File: src/common/wdt_map.svh
`ifndef WDT_MAP_SVH
`define WDT_MAP_SVH
// register byte offsets
`define WDT_LOAD_OFS    12'h000
`define WDT_VALUE_OFS   12'h004
`define WDT_CTRL_OFS    12'h008
`define WDT_STAT_OFS    12'h00C
`define WDT_MASK_OFS    12'h010
`define WDT_LOCK_OFS    12'h014
`define WDT_CMD_OFS     12'h018
// control field positions
`define WDT_CTRL_EN     0
`define WDT_CTRL_RSTEN  1
`define WDT_CTRL_STALL  2
`define WDT_CTRL_INTEN  3
// status field positions
`define WDT_STAT_TMO    0
`define WDT_STAT_RST    1
// command bit: clear pending timeout and reload counter, irq stays until status read
`define WDT_CMD_ICLR    0
// lock key, writes of it unlock, anything else locks
`define WDT_UNLOCK_KEY  32'h1ACCE551
// reset values
`define WDT_LOAD_RST    32'hFFFFFFFF
`define WDT_CTRL_RST    4'h0
`define WDT_MASK_RST    2'h3
`endif

File: src/common/wdt_pkg.sv
package wdt_pkg;
  // control bits collected together
  typedef struct packed {
    logic inten;
    logic stall;
    logic rsten;
    logic en;
  } wdt_ctrl_t;
  // latched event flags
  typedef struct packed {
    logic rst;
    logic tmo;
  } wdt_evt_t;
  // ahb bus phase state
  typedef enum logic [1:0] {
    WDT_IDLE = 2'b01,
    WDT_DATA = 2'b10
  } wdt_phase_t;
endpackage : wdt_pkg

File: src/rtl/wdt_core.sv
`timescale 1ns/1ns
`include "wdt_map.svh"
// How it works
// - reload value copied in at first enable
// - reload write while running loads counter
// - reload of zero while running raises interrupt immediately
// - locked: load and control writes ignored
// - reset enable clear: no reset
// - reset enable set: second timeout resets
// - software reads counter enable state
// - stall clear: count through debug halt
// - stall set: freeze while halted
// - unlock restores config write access
// - current count readable anytime
// - reload value readable separately
// - 32-bit counter, enable enables interrupt
// - second zero before clear asserts reset when reset enable is set
// - interrupt clear reloads and continues
// - lock blocks load and control writes, state readable
module wdt_core
  import wdt_pkg::*;
#(
  parameter int CNT_W = 32
) (
  input  wire logic         I_SYS_CLK,
  input  wire logic         I_RST_N,
  input  wire logic         I_HSEL,
  input  wire logic [11:0]  I_HADDR,
  input  wire logic [1:0]   I_HTRANS,
  input  wire logic         I_HWRITE,
  input  wire logic [2:0]   I_HSIZE,
  input  wire logic [31:0]  I_HWDATA,
  input  wire logic         I_HREADY,
  input  wire logic         I_DBG_HALT,
  output logic [31:0]       O_HRDATA,
  output logic              O_HREADYOUT,
  output logic              O_HRESP,
  output logic              O_IRQ,
  output logic              O_SYS_RST_REQ
);

  // refuse counter widths the logic cannot serve
  if (CNT_W != 32) begin : g_bad_width
    $error("wdt_core: counter must be 32 bits");
  end

  // debug halt pin synchroniser
  logic       halt_s1_ff;
  logic       halt_s2_ff;
  always_ff @(posedge I_SYS_CLK) begin
    if (!I_RST_N) begin
      halt_s1_ff <= 1'b0;
      halt_s2_ff <= 1'b0;
    end else begin
      halt_s1_ff <= I_DBG_HALT;
      halt_s2_ff <= halt_s1_ff;
    end
  end

  // captured address phase
  wdt_phase_t phase_ff;
  logic [11:0] addr_ff;
  logic        wr_ff;
  always_ff @(posedge I_SYS_CLK) begin
    if (!I_RST_N) begin
      phase_ff <= WDT_IDLE;
      addr_ff  <= 12'h000;
      wr_ff    <= 1'b0;
    end else begin
      case (phase_ff)
        WDT_IDLE, WDT_DATA: begin
          if (I_HREADY && I_HSEL && I_HTRANS[1]) begin
            phase_ff <= WDT_DATA;
            addr_ff  <= I_HADDR;
            wr_ff    <= I_HWRITE;
          end else begin
            phase_ff <= WDT_IDLE;
          end
        end
        default: phase_ff <= WDT_IDLE;
      endcase
    end
  end

  // zero wait state, always okay
  assign O_HREADYOUT = 1'b1;
  assign O_HRESP     = 1'b0;

  function automatic logic hit(input logic [11:0] ofs);
    hit = (phase_ff == WDT_DATA) && (addr_ff == ofs);
  endfunction : hit

  logic wr_load;
  logic wr_ctrl;
  logic wr_lock;
  logic wr_cmd;
  logic rd_stat;
  assign wr_load = wr_ff && hit(`WDT_LOAD_OFS);
  assign wr_ctrl = wr_ff && hit(`WDT_CTRL_OFS);
  assign wr_lock = wr_ff && hit(`WDT_LOCK_OFS);
  assign wr_cmd  = wr_ff && hit(`WDT_CMD_OFS);
  assign rd_stat = !wr_ff && hit(`WDT_STAT_OFS);

  // lock state
  logic locked_ff;
  always_ff @(posedge I_SYS_CLK) begin
    if (!I_RST_N) begin
      locked_ff <= 1'b0;
    end else if (wr_lock) begin
      locked_ff <= (I_HWDATA != `WDT_UNLOCK_KEY);
    end
  end

  logic cfg_ok;
  assign cfg_ok = !locked_ff;

  // reload value
  logic [31:0] reload_value_ff;
  always_ff @(posedge I_SYS_CLK) begin
    if (!I_RST_N) begin
      reload_value_ff <= `WDT_LOAD_RST;
    end else if (wr_load && cfg_ok) begin
      reload_value_ff <= I_HWDATA;
    end
  end

  // control register
  wdt_ctrl_t ctrl_ff;
  always_ff @(posedge I_SYS_CLK) begin
    if (!I_RST_N) begin
      ctrl_ff <= `WDT_CTRL_RST;
    end else if (wr_ctrl && cfg_ok) begin
      ctrl_ff.en    <= I_HWDATA[`WDT_CTRL_EN] | ctrl_ff.en;
      ctrl_ff.rsten <= I_HWDATA[`WDT_CTRL_RSTEN];
      ctrl_ff.stall <= I_HWDATA[`WDT_CTRL_STALL];
      // enabling counter also enables interrupt
      ctrl_ff.inten <= I_HWDATA[`WDT_CTRL_INTEN] | I_HWDATA[`WDT_CTRL_EN] | ctrl_ff.inten;
    end
  end

  // interrupt mask
  wdt_evt_t mask_ff;
  always_ff @(posedge I_SYS_CLK) begin
    if (!I_RST_N) begin
      mask_ff <= `WDT_MASK_RST;
    end else if (wr_ff && hit(`WDT_MASK_OFS)) begin
      mask_ff <= I_HWDATA[1:0];
    end
  end

  // counter and timeout
  logic [31:0] count_ff;
  logic        tmo_pend_ff;
  logic        run_step;
  logic        at_zero;
  logic        int_clr;
  logic        zero_load;
  logic        first_tmo;
  logic        second_tmo;
  logic        en_write;
  logic [31:0] nxt_count;
  // first enabling write loads the counter
  assign en_write   = !ctrl_ff.en && wr_ctrl && cfg_ok && I_HWDATA[`WDT_CTRL_EN];
  assign run_step   = ctrl_ff.en && !(ctrl_ff.stall && halt_s2_ff);
  assign at_zero    = (count_ff == 32'h00000000);
  assign int_clr    = wr_cmd && I_HWDATA[`WDT_CMD_ICLR];
  assign zero_load  = wr_load && cfg_ok && (I_HWDATA == 32'h00000000) && ctrl_ff.en;
  assign first_tmo  = (run_step && at_zero && !tmo_pend_ff) || zero_load;
  assign second_tmo = run_step && at_zero && tmo_pend_ff;

  // next count: load write, enable, clear, zero, step
  always_comb begin
    nxt_count = count_ff;
    if (wr_load && cfg_ok && ctrl_ff.en) begin
      nxt_count = I_HWDATA;
    end else if (en_write) begin
      nxt_count = reload_value_ff;
    end else if (int_clr && tmo_pend_ff) begin
      nxt_count = reload_value_ff;
    end else if (run_step && at_zero) begin
      nxt_count = reload_value_ff;
    end else if (run_step) begin
      nxt_count = count_ff - 32'h00000001;
    end
  end

  // down counter register
  always_ff @(posedge I_SYS_CLK) begin
    if (!I_RST_N) begin
      count_ff <= `WDT_LOAD_RST;
    end else begin
      count_ff <= nxt_count;
    end
  end

  // first timeout pending, set wins over clear
  always_ff @(posedge I_SYS_CLK) begin
    if (!I_RST_N) begin
      tmo_pend_ff <= 1'b0;
    end else if (first_tmo) begin
      tmo_pend_ff <= 1'b1;
    end else if (int_clr) begin
      tmo_pend_ff <= 1'b0;
    end
  end

  // system reset request, held until reset
  always_ff @(posedge I_SYS_CLK) begin
    if (!I_RST_N) begin
      O_SYS_RST_REQ <= 1'b0;
    end else if (second_tmo && ctrl_ff.rsten) begin
      O_SYS_RST_REQ <= 1'b1;
    end
  end

  // sticky status, cleared by read, set wins
  wdt_evt_t stat_ff;
  wdt_evt_t nxt_stat;
  always_comb begin
    nxt_stat     = stat_ff;
    nxt_stat.tmo = (first_tmo && ctrl_ff.inten) || (stat_ff.tmo && !rd_stat);
    nxt_stat.rst = (second_tmo && ctrl_ff.rsten) || (stat_ff.rst && !rd_stat);
  end

  // status register
  always_ff @(posedge I_SYS_CLK) begin
    if (!I_RST_N) begin
      stat_ff <= 2'h0;
    end else begin
      stat_ff <= nxt_stat;
    end
  end

  // interrupt level
  always_ff @(posedge I_SYS_CLK) begin
    if (!I_RST_N) begin
      O_IRQ <= 1'b0;
    end else begin
      O_IRQ <= |(stat_ff & mask_ff & ~{2{rd_stat}});
    end
  end

  // read data mux, registered at data phase start
  logic [31:0] nxt_rdata;
  always_comb begin
    nxt_rdata = 32'h00000000;
    case (I_HADDR)
      `WDT_LOAD_OFS:  nxt_rdata = reload_value_ff;
      `WDT_VALUE_OFS: nxt_rdata = count_ff;
      `WDT_CTRL_OFS:  nxt_rdata = {28'h0000000, ctrl_ff};
      `WDT_STAT_OFS:  nxt_rdata = {30'h0000000, stat_ff};
      `WDT_MASK_OFS:  nxt_rdata = {30'h0000000, mask_ff};
      `WDT_LOCK_OFS:  nxt_rdata = {31'h0000000, locked_ff};
      default:        nxt_rdata = 32'h00000000;
    endcase
  end

  always_ff @(posedge I_SYS_CLK) begin
    if (!I_RST_N) begin
      O_HRDATA <= 32'h00000000;
    end else if (I_HREADY && I_HSEL && I_HTRANS[1] && !I_HWRITE) begin
      O_HRDATA <= nxt_rdata;
    end
  end

endmodule : wdt_core

File: config.mk
export PLATFORM = sky130hd
export DESIGN_NAME = wdt_core
export DESIGN_NICKNAME = d
export VERILOG_FILES = /design/src/common/wdt_pkg.sv /design/src/rtl/wdt_core.sv
export VERILOG_INCLUDE_DIRS = /design/src /design/src/common
export SDC_FILE = /design/constraint.sdc
export NUM_CORES = 1
export LEC_CHECK = 0
export BUFFER_PORTS_ARGS = -buffer_cell sky130_fd_sc_hd__buf_2
export CORE_UTILIZATION = 58
export CTS_CLUSTER_SIZE = 25
export DETAILED_ROUTE_END_ITERATION = 16
export PLACE_DENSITY = 0.81
export SYNTH_ARGS = -nofsm -noshare
export SYNTH_HDL_FRONTEND = slang
export SYNTH_SLANG_ARGS = --single-unit
export TNS_END_PERCENT = 100
File: constraint.sdc
create_clock -name I_SYS_CLK -period 2.8 [get_ports I_SYS_CLK]
set_input_delay 0.28 -clock I_SYS_CLK [delete_from_list [all_inputs] [get_ports I_SYS_CLK]]
set_output_delay 0.28 -clock I_SYS_CLK [all_outputs]
set_load 0.01 [all_outputs]
==> key figures, run 1 <==
Floorplan
  – Die height: 107 µm
  – Die Wd: 107 µm
  – Core footprint: 10500 µm²
  – Row cnt: 37
  – Initial core utilization: 60.7%
  – Die area: 11400 µm²
  – I/O pin total: 91

Global routing
  – Met1 Use GR: 46.6%
  – Grt peak-use layer: met2
  – GR met2 Demand/Resource: 59.3%
  – Number of global-route vias before repair: 6375
  – Total GRT Usage: 37.2%
  – Initial antenna violation count: 0
  – Grt ovf: 0
  – Largest net degree at the start of global routing: 50
  – First-pass GRT wire length: 32600 µm
  – GR Layer Usage met3: 8.81%

Clocking
  – Post-CTS Setup Inserts: 0
  – CTS H-tree lvls: 4
  – Clock Latency Late Sink: 0.54 ns
  – Clock slew at reported path FFs: 0.06 ns
  – CTS tree: built
  – Number of CTS-inserted buffers: 17
  – Clk sinks: 125
  – Clock Tree Buf Depth: 2
  – Clock Tree Root: clkbuf_8

Routing
  – Initial DRC count: 823
  – Drt total wl: 20400 µm
  – Routed wire per std cell: 19.9 µm
  – Vias: 6616
  – DR DRC count: 0
  – Drt via density: 6.45
  – Final ANT Viol Nets: 0
  – Pre-antenna DRT Iters: 6

Power and ir drop
  – Sw Ratio: 21.7%
  – Psw: 953 µW
  – Combinational share of power: 4.7%
  – Clock power frac: 54.4%
  – Cell internal pwr: 3440 µW
  – Max IR drop VDD: 326 µV
  – Seq pwr share: 40.9%
  – Leak: 0.00302 µW
  – Pwr Density: 573 nW/µm²
  – Total power: 4390 µW

Worst setup path
  – Critical path's slowest cell: or4_1
  – Worst setup EP type: flip-flop
  – Top cell family by delay on the critical path: simple AND/OR/NAND/NOR gates
  – CP Data Required Time: 3.24 ns
  – CP Class: reg2reg
  – CP arrival: 3.14 ns
  – CP peak stage delay: 0.61 ns
  – Crit Path Max Fanout: 7
  – CP Cell Sequence: or4_1 > or4_4 > nor4b_4 > buf_4 > a211oi_1 > o211a_1 > o21ai_0
  – Critical path buffers and inverters: 1
  – CP startpoint kind: flip-flop

STA
  – Fmax achieved: 0.370 GHz
  – Max Slew Vio Count: 0
  – Period utilization: 96.4%
  – Rel. slew slack: 30.9%
  – Worst-Margin Slew: 1.04 ns
  – Worst Skew: 0.0139 ns
  – Hold Fails Final Rpt: 0
  – Setup_tns: 0 ns
  – Final setup vio count: 0
  – RSZ-0062 raised after global routing: false
  – Minimum clock period: 2.70 ns

Synth
  – Mux cell area share after synthesis: 7.88%
  – Compound-gate portion of the synthesized area: 15.6%
  – Synth Register Bits: 125
  – Net Count, Synth: 848
  – EDFF count, synth: 0
  – Post-synthesis simple-gate area fraction: 28.3%
  – Avg Inst Size Synth: 8.03 µm²
  – Syn Std Cell Area: 6350 µm²
  – Mapped Cells: 791
  – Adder-cell share of the synthesized area: 0.394%
  – Synth cell types: 60
  – XOR/XNOR share of the synthesized area: 3.86%
  – Syn. warnings: 0
  – Synth Flop Type: dfxtp_1
  – Ys async rst share: 0%
  – Sequential area share after synthesis: 39.4%
  – Main combinational cell family by area after synthesis: simple AND/OR/NAND/NOR gates

Final layout
  – Share of cells above drive strength 1: 21.6%
  – Fillers: 824
  – N_diodes: 0
  – Final net count: 933
  – Final non-filler cell total: 1025
  – Area grow syn2layout: 20.7%

Worst hold path
  – Worst hold path class: in2reg

Place
  – Placer Congestion: 0.957
  – Post-DP HPWL: 13600 µm
  – Number of port buffers: 84
  – Post-Place Cells: 982

Outcome
  – Status: finished clean

Job
  – Max-cap violations: 0
[worst min-delay path, stage by stage]
cell and delay (ns):
buf_2 0.10, nand2_1 0.05, nand3_1 0.08
[per-layer routing]
layer  share of wire (%)  vias up
met5                   0        -
met1                  40     3113
met4                 3.7        0
met3                 9.4       70
li1                    -     3025
met2                  47      408
[logic make-up (layout without fill, tap and decap cells)]
logic type	count (synthesis)	count (layout)
XOR/XNOR	28	28
buffers and inverters	68	166
other	2	2
AO/OA/AOI/OAI	155	155
AND/OR/NAND/NOR	366	366
adder cells (fa/ha/maj)	2	2
flip-flops	125	125
multiplexers	45	45
[worst paths after layout]
check             cells after the start  slack, ns          from                   to
setup / recovery                      7        0.1  count_ff[14]          count_ff[0]
hold / removal                        3       0.01  I_HWDATA[11]  reload_value_ff[11]
setup reg to reg                      7        0.1  count_ff[14]          count_ff[0]
hold reg to reg                       1       0.44    halt_s1_ff           halt_s2_ff
[power by group through the flow]
stage | clock network [µW] | logic [µW] | registers, µW
after floorplan | 0 | 98.2 | 1830
after global placement | 0 | 184 | 1830
after detailed placement | 0 | 189 | 1830
after CTS | 2390 | 201 | 1790
after global routing | 2490 | 221 | 1800
final | 2390 | 208 | 1800
[cell usage after synthesis, types with 2 or more instances]
cell      instances  area share (%)
o21ai_0          19             1.5
nor4_2            2            0.39
o221ai_1          4            0.55
and3_1           16             1.6
buf_1             2            0.12
a211oi_1         13             1.5
o21a_1            2            0.24
conb_1            2            0.12
xor2_1           13             1.8
nor2b_1           3            0.30
or4_1             2            0.24
nand3b_1          3            0.35
nor3_1           25             2.0
mux2i_1          14             2.2
nor4_1           23             2.3
buf_4             3            0.35
nand2_1         113             6.7
nand4b_1          3            0.41
mux2_2           30             5.3
nor2_1           77             4.5
o21ai_1           6            0.47
or2_2             4            0.39
o41ai_1           2            0.28
nand3_1          47             3.7
inv_1            10            0.59
and2_1            3            0.30
o22a_1            2            0.28
xnor2_1          15             2.1
a22oi_1          33             3.9
or3_1            12             1.2
buf_6             2            0.35
o31ai_1           3            0.35
o22ai_1           2            0.20
ha_1              2            0.39
dfxtp_1         125              39
o211ai_1          2            0.24
a31o_2            3            0.41
or4_4             2            0.35
nor3b_1           3            0.35
nand4_1          19             1.9
clkbuf_1         48             2.8
a21oi_1          48             3.8
buf_2             3            0.24
a31oi_1          10            0.98
[cell type report]
cell class,count,area [µm²],share of cell area (%)
clock buffers,21,449,5.86
clock inverters,11,189,2.46
inverters,10,37.5,0.489
multi-input cells,598,3570,46.6
flip-flops and latches,125,2500,32.6
well taps,136,170,2.22
repair buffers,124,748,9.76
[metrics by stage]
step / setup WS [ns] / utilization (%) / hold WS, ns / area [µm²]
floorplan: 0.282 / - / 0.404 / 6350
detailed placement: 0.166 / 66.1 / 0.430 / 6920
CTS: 0.127 / 73.3 / 0.00275 / 7670
global placement: 0.227 / 66.1 / 0.424 / 6920
global route: 0.00303 / 73.3 / 0.00542 / 7670
finish: 0.0995 / 73.3 / 0.0110 / 7670
[cells in the final DEF, fill, tap and decap left out, drive strengths merged, types with 3 or more instances in the layout]
cell,n
dlygate4sd3,11
mux2i,14
dfxtp,125
nor2,78
xor2,13
o31ai,3
o21ai,25
nand3b,3
or3,12
a31oi,10
a21oi,48
mux2,30
buf,113
xnor2,15
and3,16
or2,5
nand4,19
nor3b,3
clkinv,4
nand3,47
nand4b,3
a31o,3
a211oi,13
nor4,25
nand2,113
nor3,25
nor2b,3
nor4b,3
or4,4
inv,10
and2,4
a22oi,33
o221ai,4
clkbuf,21
bufinv,5
[sequential cells by signal, summed over array words and instances, names as in the netlist, 2 cells and up]
| name | count |
|---|---|
| O_HRDATA | 32 |
| count_ff | 32 |
| reload_value_ff | 32 |
| addr_ff | 12 |
| ctrl_ff | 4 |
| mask_ff | 2 |
| phase_ff | 2 |
| stat_ff | 2 |
[timing repair]
action	4_1_cts	5_1_grt
endpoints found under the hold margin	12	0
hold buffers	11	0
setup endpoints to repair	0	6
resized for setup	0	1
Note: power is estimated with default switching activity, not from simulation.
==> run 2, diff against run 1 <==
--- a/config.mk
+++ b/config.mk
@@ -6,11 +6,10 @@
 export SDC_FILE = /design/constraint.sdc
 export NUM_CORES = 1
 export LEC_CHECK = 0
-export BUFFER_PORTS_ARGS = -buffer_cell sky130_fd_sc_hd__buf_2
-export CORE_UTILIZATION = 58
+export BUFFER_PORTS_ARGS = -buffer_cell sky130_fd_sc_hd__clkbuf_2
+export CORE_UTILIZATION = 35
 export CTS_CLUSTER_SIZE = 25
 export DETAILED_ROUTE_END_ITERATION = 16
-export PLACE_DENSITY = 0.81
 export SYNTH_ARGS = -nofsm -noshare
 export SYNTH_HDL_FRONTEND = slang
 export SYNTH_SLANG_ARGS = --single-unit
==> run 2 against run 1 <==
Net effect: register-to-register slack better by 0.04 ns; hold slack improved by 0.049 ns; global-route usage shrank 15 points; largest cell class unchanged; total power is 1.6% lower; largest power group unchanged; clock-buffer cell count up 5; highest routed layer unchanged; die area up 64%; sequential share of layout area about the same; via count is 6.9% lower.
==> key figures, run 2 (synthesized netlist as in run 1, its figures left out) <==
Global routing
  – GR Layer Usage met3: 4.70% (-4.1 points)
  – GR met2 Demand/Resource: 36.8% (-22 points)
  – Grt peak-use layer: met2
  – Grt ovf: 0 (unchanged)
  – First-pass GRT wire length: 32200 µm (-1.3%)
  – Initial antenna violation count: 0 (unchanged)
  – Total GRT Usage: 22.5% (-15 points)
  – Largest net degree at the start of global routing: 50 (unchanged)
  – Met1 Use GR: 29.5% (-17 points)
  – Number of global-route vias before repair: 5845 (-8.3%)

Worst setup path
  – CP arrival: 2.93 ns (-0.21 ns)
  – CP Class: reg2reg
  – RR Endpoint: count_ff[20]
  – Critical Path Source: count_ff[9]
  – CP startpoint kind: flip-flop
  – Worst R2R Start: count_ff[9]
  – Worst reg2reg path depth: 6 (-1)
  – Crit Path Max Fanout: 19 (+12)
  – Worst setup EP type: flip-flop
  – Flop2flop setup slack: 0.14 ns (+0.04 ns)
  – CP Data Required Time: 3.07 ns (-0.17 ns)

Floorplan
  – I/O pin total: 91 (unchanged)
  – Initial core utilization: 36.2% (-24 points)
  – Core footprint: 17500 µm² (+68%)
  – Die height: 137 µm (+28%)
  – Die Wd: 137 µm (+28%)
  – Row cnt: 48 (+30%)
  – Die area: 18700 µm² (+64%)

Job
  – Max-cap violations: 0 (unchanged)

Place
  – Post-Place Cells: 1073 (+9.3%)
  – Placer Congestion: 0.885 (-7.6%)
  – Post-DP HPWL: 14000 µm (+2.6%)
  – Number of port buffers: 84 (unchanged)

Final layout
  – Area grow syn2layout: 20.7% (about the same)
  – Final net count: 924 (-0.96%)
  – Final non-filler cell total: 1104 (+7.7%)
  – Most frequent cells in the layout: dfxtp_1 (125), nand2_1 (113), clkbuf_2 (84)
  – Share of cells above drive strength 1: 21.7% (+0.13 points)
  – Fillers: 1771 (+110%)
  – N_diodes: 0 (unchanged)
  – Most common cell after layout, fill and taps aside: dfxtp_1
  – Top flop regs: O_HRDATA: 32 flops, count_ff: 32 flops, reload_value_ff: 32 flops

STA
  – Hold Fails Final Rpt: 0 (unchanged)
  – Rel. slew slack: 37.3% (+6.4 points)
  – Max Slew Vio Count: 0 (unchanged)
  – Worst hold slack: 0.0597 ns (+0.0487 ns)
  – Worst Skew: 0.0102 ns (-0.00369 ns)
  – Minimum clock period: 2.66 ns (-0.0448 ns)
  – Period utilization: 94.8% (-1.6 points)
  – Setup_tns: 0 ns (unchanged)
  – RSZ-0062 raised after global routing: false
  – Fmax achieved: 0.377 GHz (+1.7%)
  – Worst-Margin Slew: 0.940 ns (-0.0954 ns)
  – Final setup vio count: 0 (unchanged)

Power and ir drop
  – Max IR drop VDD: 438 µV (+35%)
  – Pwr Density: 564 nW/µm² (-1.5%)
  – Leak: 0.00296 µW (-2.1%)

Clocking
  – Clock Tree Root: clkbuf_16
  – Post-CTS Setup Inserts: 0 (unchanged)
  – PostCTS Resize Cnt: 0 (unchanged)
  – Clock Tree Buf Depth: 2 (unchanged)
  – Number of CTS-inserted buffers: 17 (unchanged)
  – Clk sinks: 125 (unchanged)
  – Cts hold-fix bufs: 0 (-11)
  – Clock Latency Late Sink: 0.42 ns (-0.12 ns)
  – CTS tree: built
  – CTS H-tree lvls: 4 (unchanged)
  – Clock slew at reported path FFs: 0.06 ns (about the same)

Routing
  – Pre-antenna DRT Iters: 5 (-1)
  – Final ANT Viol Nets: 0 (unchanged)
  – DR DRC count: 0 (unchanged)
  – Drt total wl: 20000 µm (-1.6%)
  – Vias: 6158 (-6.9%)
  – Drt via density: 5.58 (-14%)
  – Initial DRC count: 497 (-40%)
  – Routed wire per std cell: 18.1 µm (-8.7%)

Worst hold path
  – Hold path startpoint: I_DBG_HALT
  – Worst hold stages: 2 (-1)
  – Worst hold endpoint: halt_s1_ff
  – Worst hold path class: in2reg

Outcome
  – Status: finished clean
## run 2: critical path, cell delays in order (launching register included)
cell,delay [ns]
dfxtp_1,0.38
or4_4,0.56
or4_4,0.56
nor4b_4,0.41
nor2_2,0.27
o221ai_1,0.23
o211ai_1,0.10
## run 2: worst max path at each step
stage | to | slack, ns
floorplan | count_ff[17] | 0.28
global placement | count_ff[14] | 0.19
detailed placement | count_ff[20] | 0.18
CTS | count_ff[20] | 0.17
global route | count_ff[17] | 0.002
finish | count_ff[20] | 0.14
## run 2: layer usage
layer  routed length, µm  up-vias
li1                    -     2996
met1                9400     2906
met2                9030      233
met3                1330       23
met4                 262        0
met5                   0        -
## run 2: final cells by class
| type | count | area (µm²) | area share, % |
|---|---|---|---|
| tap | 225 | 282 | 3.67 |
| timing repair buffer | 115 | 653 | 8.52 |
| inverter | 10 | 37.5 | 0.490 |
| clock buffer | 26 | 519 | 6.77 |
| clock inverter | 5 | 103 | 1.34 |
| multi-input combinational | 598 | 3570 | 46.6 |
| sequential | 125 | 2500 | 32.6 |
## run 2: per-stage QoR
step	util [%]	instance area (µm²)	power, µW	setup slack (ns)
after floorplan	-	6350	1930	0.282
after global placement	40.2	7050	2030	0.192
after detailed placement	40.2	7050	2030	0.184
after CTS	43.7	7670	4350	0.173
after global routing	43.7	7670	4460	0.00163
final	43.7	7670	4320	0.144
## run 2: where the power goes
part,switching [µW],leakage (µW),total (µW),internal (µW)
logic,135,0.00165,200,64.8
registers,7.32,0.00101,1800,1790
clock network,792,0.000303,2330,1540
==> run 3, diff against run 2 <==
--- a/config.mk
+++ b/config.mk
@@ -10,6 +10,7 @@
 export CORE_UTILIZATION = 35
 export CTS_CLUSTER_SIZE = 25
 export DETAILED_ROUTE_END_ITERATION = 16
+export RECOVER_POWER = 25
 export SYNTH_ARGS = -nofsm -noshare
 export SYNTH_HDL_FRONTEND = slang
 export SYNTH_SLANG_ARGS = --single-unit
==> run 3 against run 2 <==
Net effect: the flow now finishes with violations (max-capacitance violations, max-slew violations); non-clock buffer count unchanged; clock power barely moved; cell area down 0.59%; sequential share of layout area is 0.19 points higher; register-to-register slack got worse by 0.02 ns; sequential power barely moved; maximum frequency shrank 0.62%; critical path type unchanged; largest power group unchanged.
==> key figures, run 3 (synthesized netlist as in run 1, its figures left out) <==
Routing
  – Final ANT Viol Nets: 0 (unchanged)
  – Routed wire per std cell: 18.2 µm (+0.34%)
  – DR DRC count: 0 (unchanged)
  – Initial DRC count: 493 (-0.80%)
  – Drt total wl: 20100 µm (+0.34%)
  – Vias: 6174 (+0.26%)
  – Drt via density: 5.59 (+0.26%)
  – Pre-antenna DRT Iters: 5 (unchanged)

Global routing
  – First-pass GRT wire length: 32200 µm (unchanged)
  – Initial antenna violation count: 0 (unchanged)
  – Grt ovf: 0 (unchanged)
  – Total GRT Usage: 22.5% (unchanged)
  – Largest net degree at the start of global routing: 50 (unchanged)
  – Number of global-route vias before repair: 5845 (unchanged)

STA
  – Rel. slew slack: -13.9% (-51 points)
  – Period utilization: 95.4% (+0.59 points)
  – Fmax achieved: 0.374 GHz (-0.62%)
  – Worst hold slack: 0.0613 ns (+0.00158 ns)
  – RSZ-0062 raised after global routing: false
  – Hold Fails Final Rpt: 0 (unchanged)
  – Worst-Margin Slew: 1.71 ns (+0.769 ns)
  – Worst Skew: 0.00869 ns (-0.00152 ns)
  – Setup_tns: 0 ns (unchanged)
  – Max Slew Vio Count: 28 (+28)
  – Minimum clock period: 2.67 ns (+0.0164 ns)
  – Final setup vio count: 0 (unchanged)

Floorplan
  – Row cnt: 48 (unchanged)
  – Initial core utilization: 36.2% (unchanged)
  – Core footprint: 17500 µm² (unchanged)
  – I/O pin total: 91 (unchanged)
  – Die area: 18700 µm² (unchanged)
  – Die Wd: 137 µm (unchanged)
  – Die height: 137 µm (unchanged)

Final layout
  – Final non-filler cell total: 1104 (unchanged)
  – N_diodes: 0 (unchanged)
  – Final Util: 43.5% (-0.26 points)
  – Fillers: 1791 (+1.1%)
  – Most frequent cells in the layout: dfxtp_1 (125), nand2_1 (113), nor2_1 (77)
  – Final net count: 924 (unchanged)
  – Area grow syn2layout: 20.0%
  – Share of cells above drive strength 1: 17.5% (-4.2 points)
  – Top flop regs: O_HRDATA: 32 flops, count_ff: 32 flops, reload_value_ff: 32 flops
  – Most common cell after layout, fill and taps aside: dfxtp_1

Worst setup path
  – CP Data Required Time: 3.07 ns (about the same)
  – Flop2flop setup slack: 0.13 ns (-0.02 ns)
  – Crit Path Max Fanout: 19 (unchanged)
  – CP arrival: 2.94 ns (about the same)
  – CP Class: reg2reg
  – Worst R2R Start: count_ff[9]
  – Critical Path Source: count_ff[9]
  – CP startpoint kind: flip-flop
  – Worst setup EP type: flip-flop

Power and ir drop
  – Cell internal pwr: 3390 µW (about the same)
  – Clock power frac: 53.8% (about the same)
  – Seq pwr share: 41.5% (about the same)
  – Pwr Density: 567 nW/µm² (+0.61%)
  – Psw: 934 µW (about the same)
  – Leak: 0.00284 µW (-4.2%)
  – Max IR drop VDD: 437 µV (-0.41%)
  – Combinational share of power: 4.6% (about the same)
  – Sw Ratio: 21.6% (about the same)

Worst hold path
  – Worst hold path class: in2reg
  – Hold path startpoint: I_DBG_HALT

Outcome
  – Failing checks: max-capacitance violations, max-slew violations
  – Status: finished with violations

Clocking
  – Post-CTS Setup Inserts: 0 (unchanged)
  – Clock Tree Buf Depth: 2 (unchanged)
  – CTS tree: built
  – Clock Tree Root: clkbuf_16
  – CTS H-tree lvls: 4 (unchanged)
  – PostCTS Resize Cnt: 0 (unchanged)
  – Number of CTS-inserted buffers: 17 (unchanged)
  – Cts hold-fix bufs: 0 (unchanged)
  – Clock Latency Late Sink: 0.42 ns (about the same)
  – Clock slew at reported path FFs: 0.06 ns (about the same)
  – Clk sinks: 125 (unchanged)

Place
  – Placer Congestion: 0.885 (unchanged)
  – Post-Place Cells: 1073 (unchanged)
  – Post-DP HPWL: 14000 µm (unchanged)
  – Number of port buffers: 84 (unchanged)

Job
  – Max-cap violations: 1 (+1)
-- run 3: cell count changes in the layout (fill, tap and decap cells not counted) --
cell      previous run  this run
mux2_1               0         1
clkbuf_2            84        48
mux2_2              30        29
clkbuf_1             3        39
-- run 3: power groups by stage --
stage | Clock, µW | Sequential, µW | Combinational [µW]
floorplan | 0 | 1830 | 98.2
global placement | 0 | 1830 | 198
detailed placement | 0 | 1830 | 198
CTS | 2360 | 1800 | 198
global route | 2440 | 1800 | 215
finish | 2330 | 1800 | 200
-- run 3: metal layers --
layer / track usage, % / vias to the layer above / wire length (µm)
li1: - / 3002 / -
met1: 29.5 / 2923 / 9510
met2: 36.8 / 222 / 9130
met3: 4.70 / 27 / 1170
met4: 6.85 / 0 / 281
met5: 0 / - / 0
-- run 3: worst paths after layout --
check,end,cells past startpoint
worst max register to register,count_ff[14],6
worst min-delay path,halt_s1_ff,2
worst min register to register,O_SYS_RST_REQ,2
worst max-delay path,count_ff[14],6
-- run 3: final cells by class --
cell class | count | area [µm²] | share of cell area [%]
Sequential cell | 125 | 2500 | 32.8
Clock inverter | 5 | 103 | 1.35
Tap cell | 225 | 282 | 3.69
Timing Repair Buffer | 115 | 608 | 7.98
Clock buffer | 26 | 519 | 6.81
Inverter | 10 | 37.5 | 0.492
Multi-Input combinational cell | 598 | 3570 | 46.8
-- run 3: through the flow --
| stage | area, µm² | worst slack (ns) | power [µW] |
|---|---|---|---|
| floorplan | 6350 | 0.282 | 1930 |
| global placement | 7050 | 0.192 | 2030 |
| detailed placement | 7050 | 0.184 | 2030 |
| CTS | 7670 | 0.173 | 4350 |
| global route | 7620 | 0.00164 | 4460 |
| finish | 7620 | 0.128 | 4320 |
-- run 3: worst max-delay path, cell delays in order (launching register included) --
cell      delay (ns)
dfxtp_1         0.38
or4_4           0.56
or4_4           0.56
nor4b_4         0.42
nor2_2          0.27
o221ai_1        0.24
o21ai_0         0.09
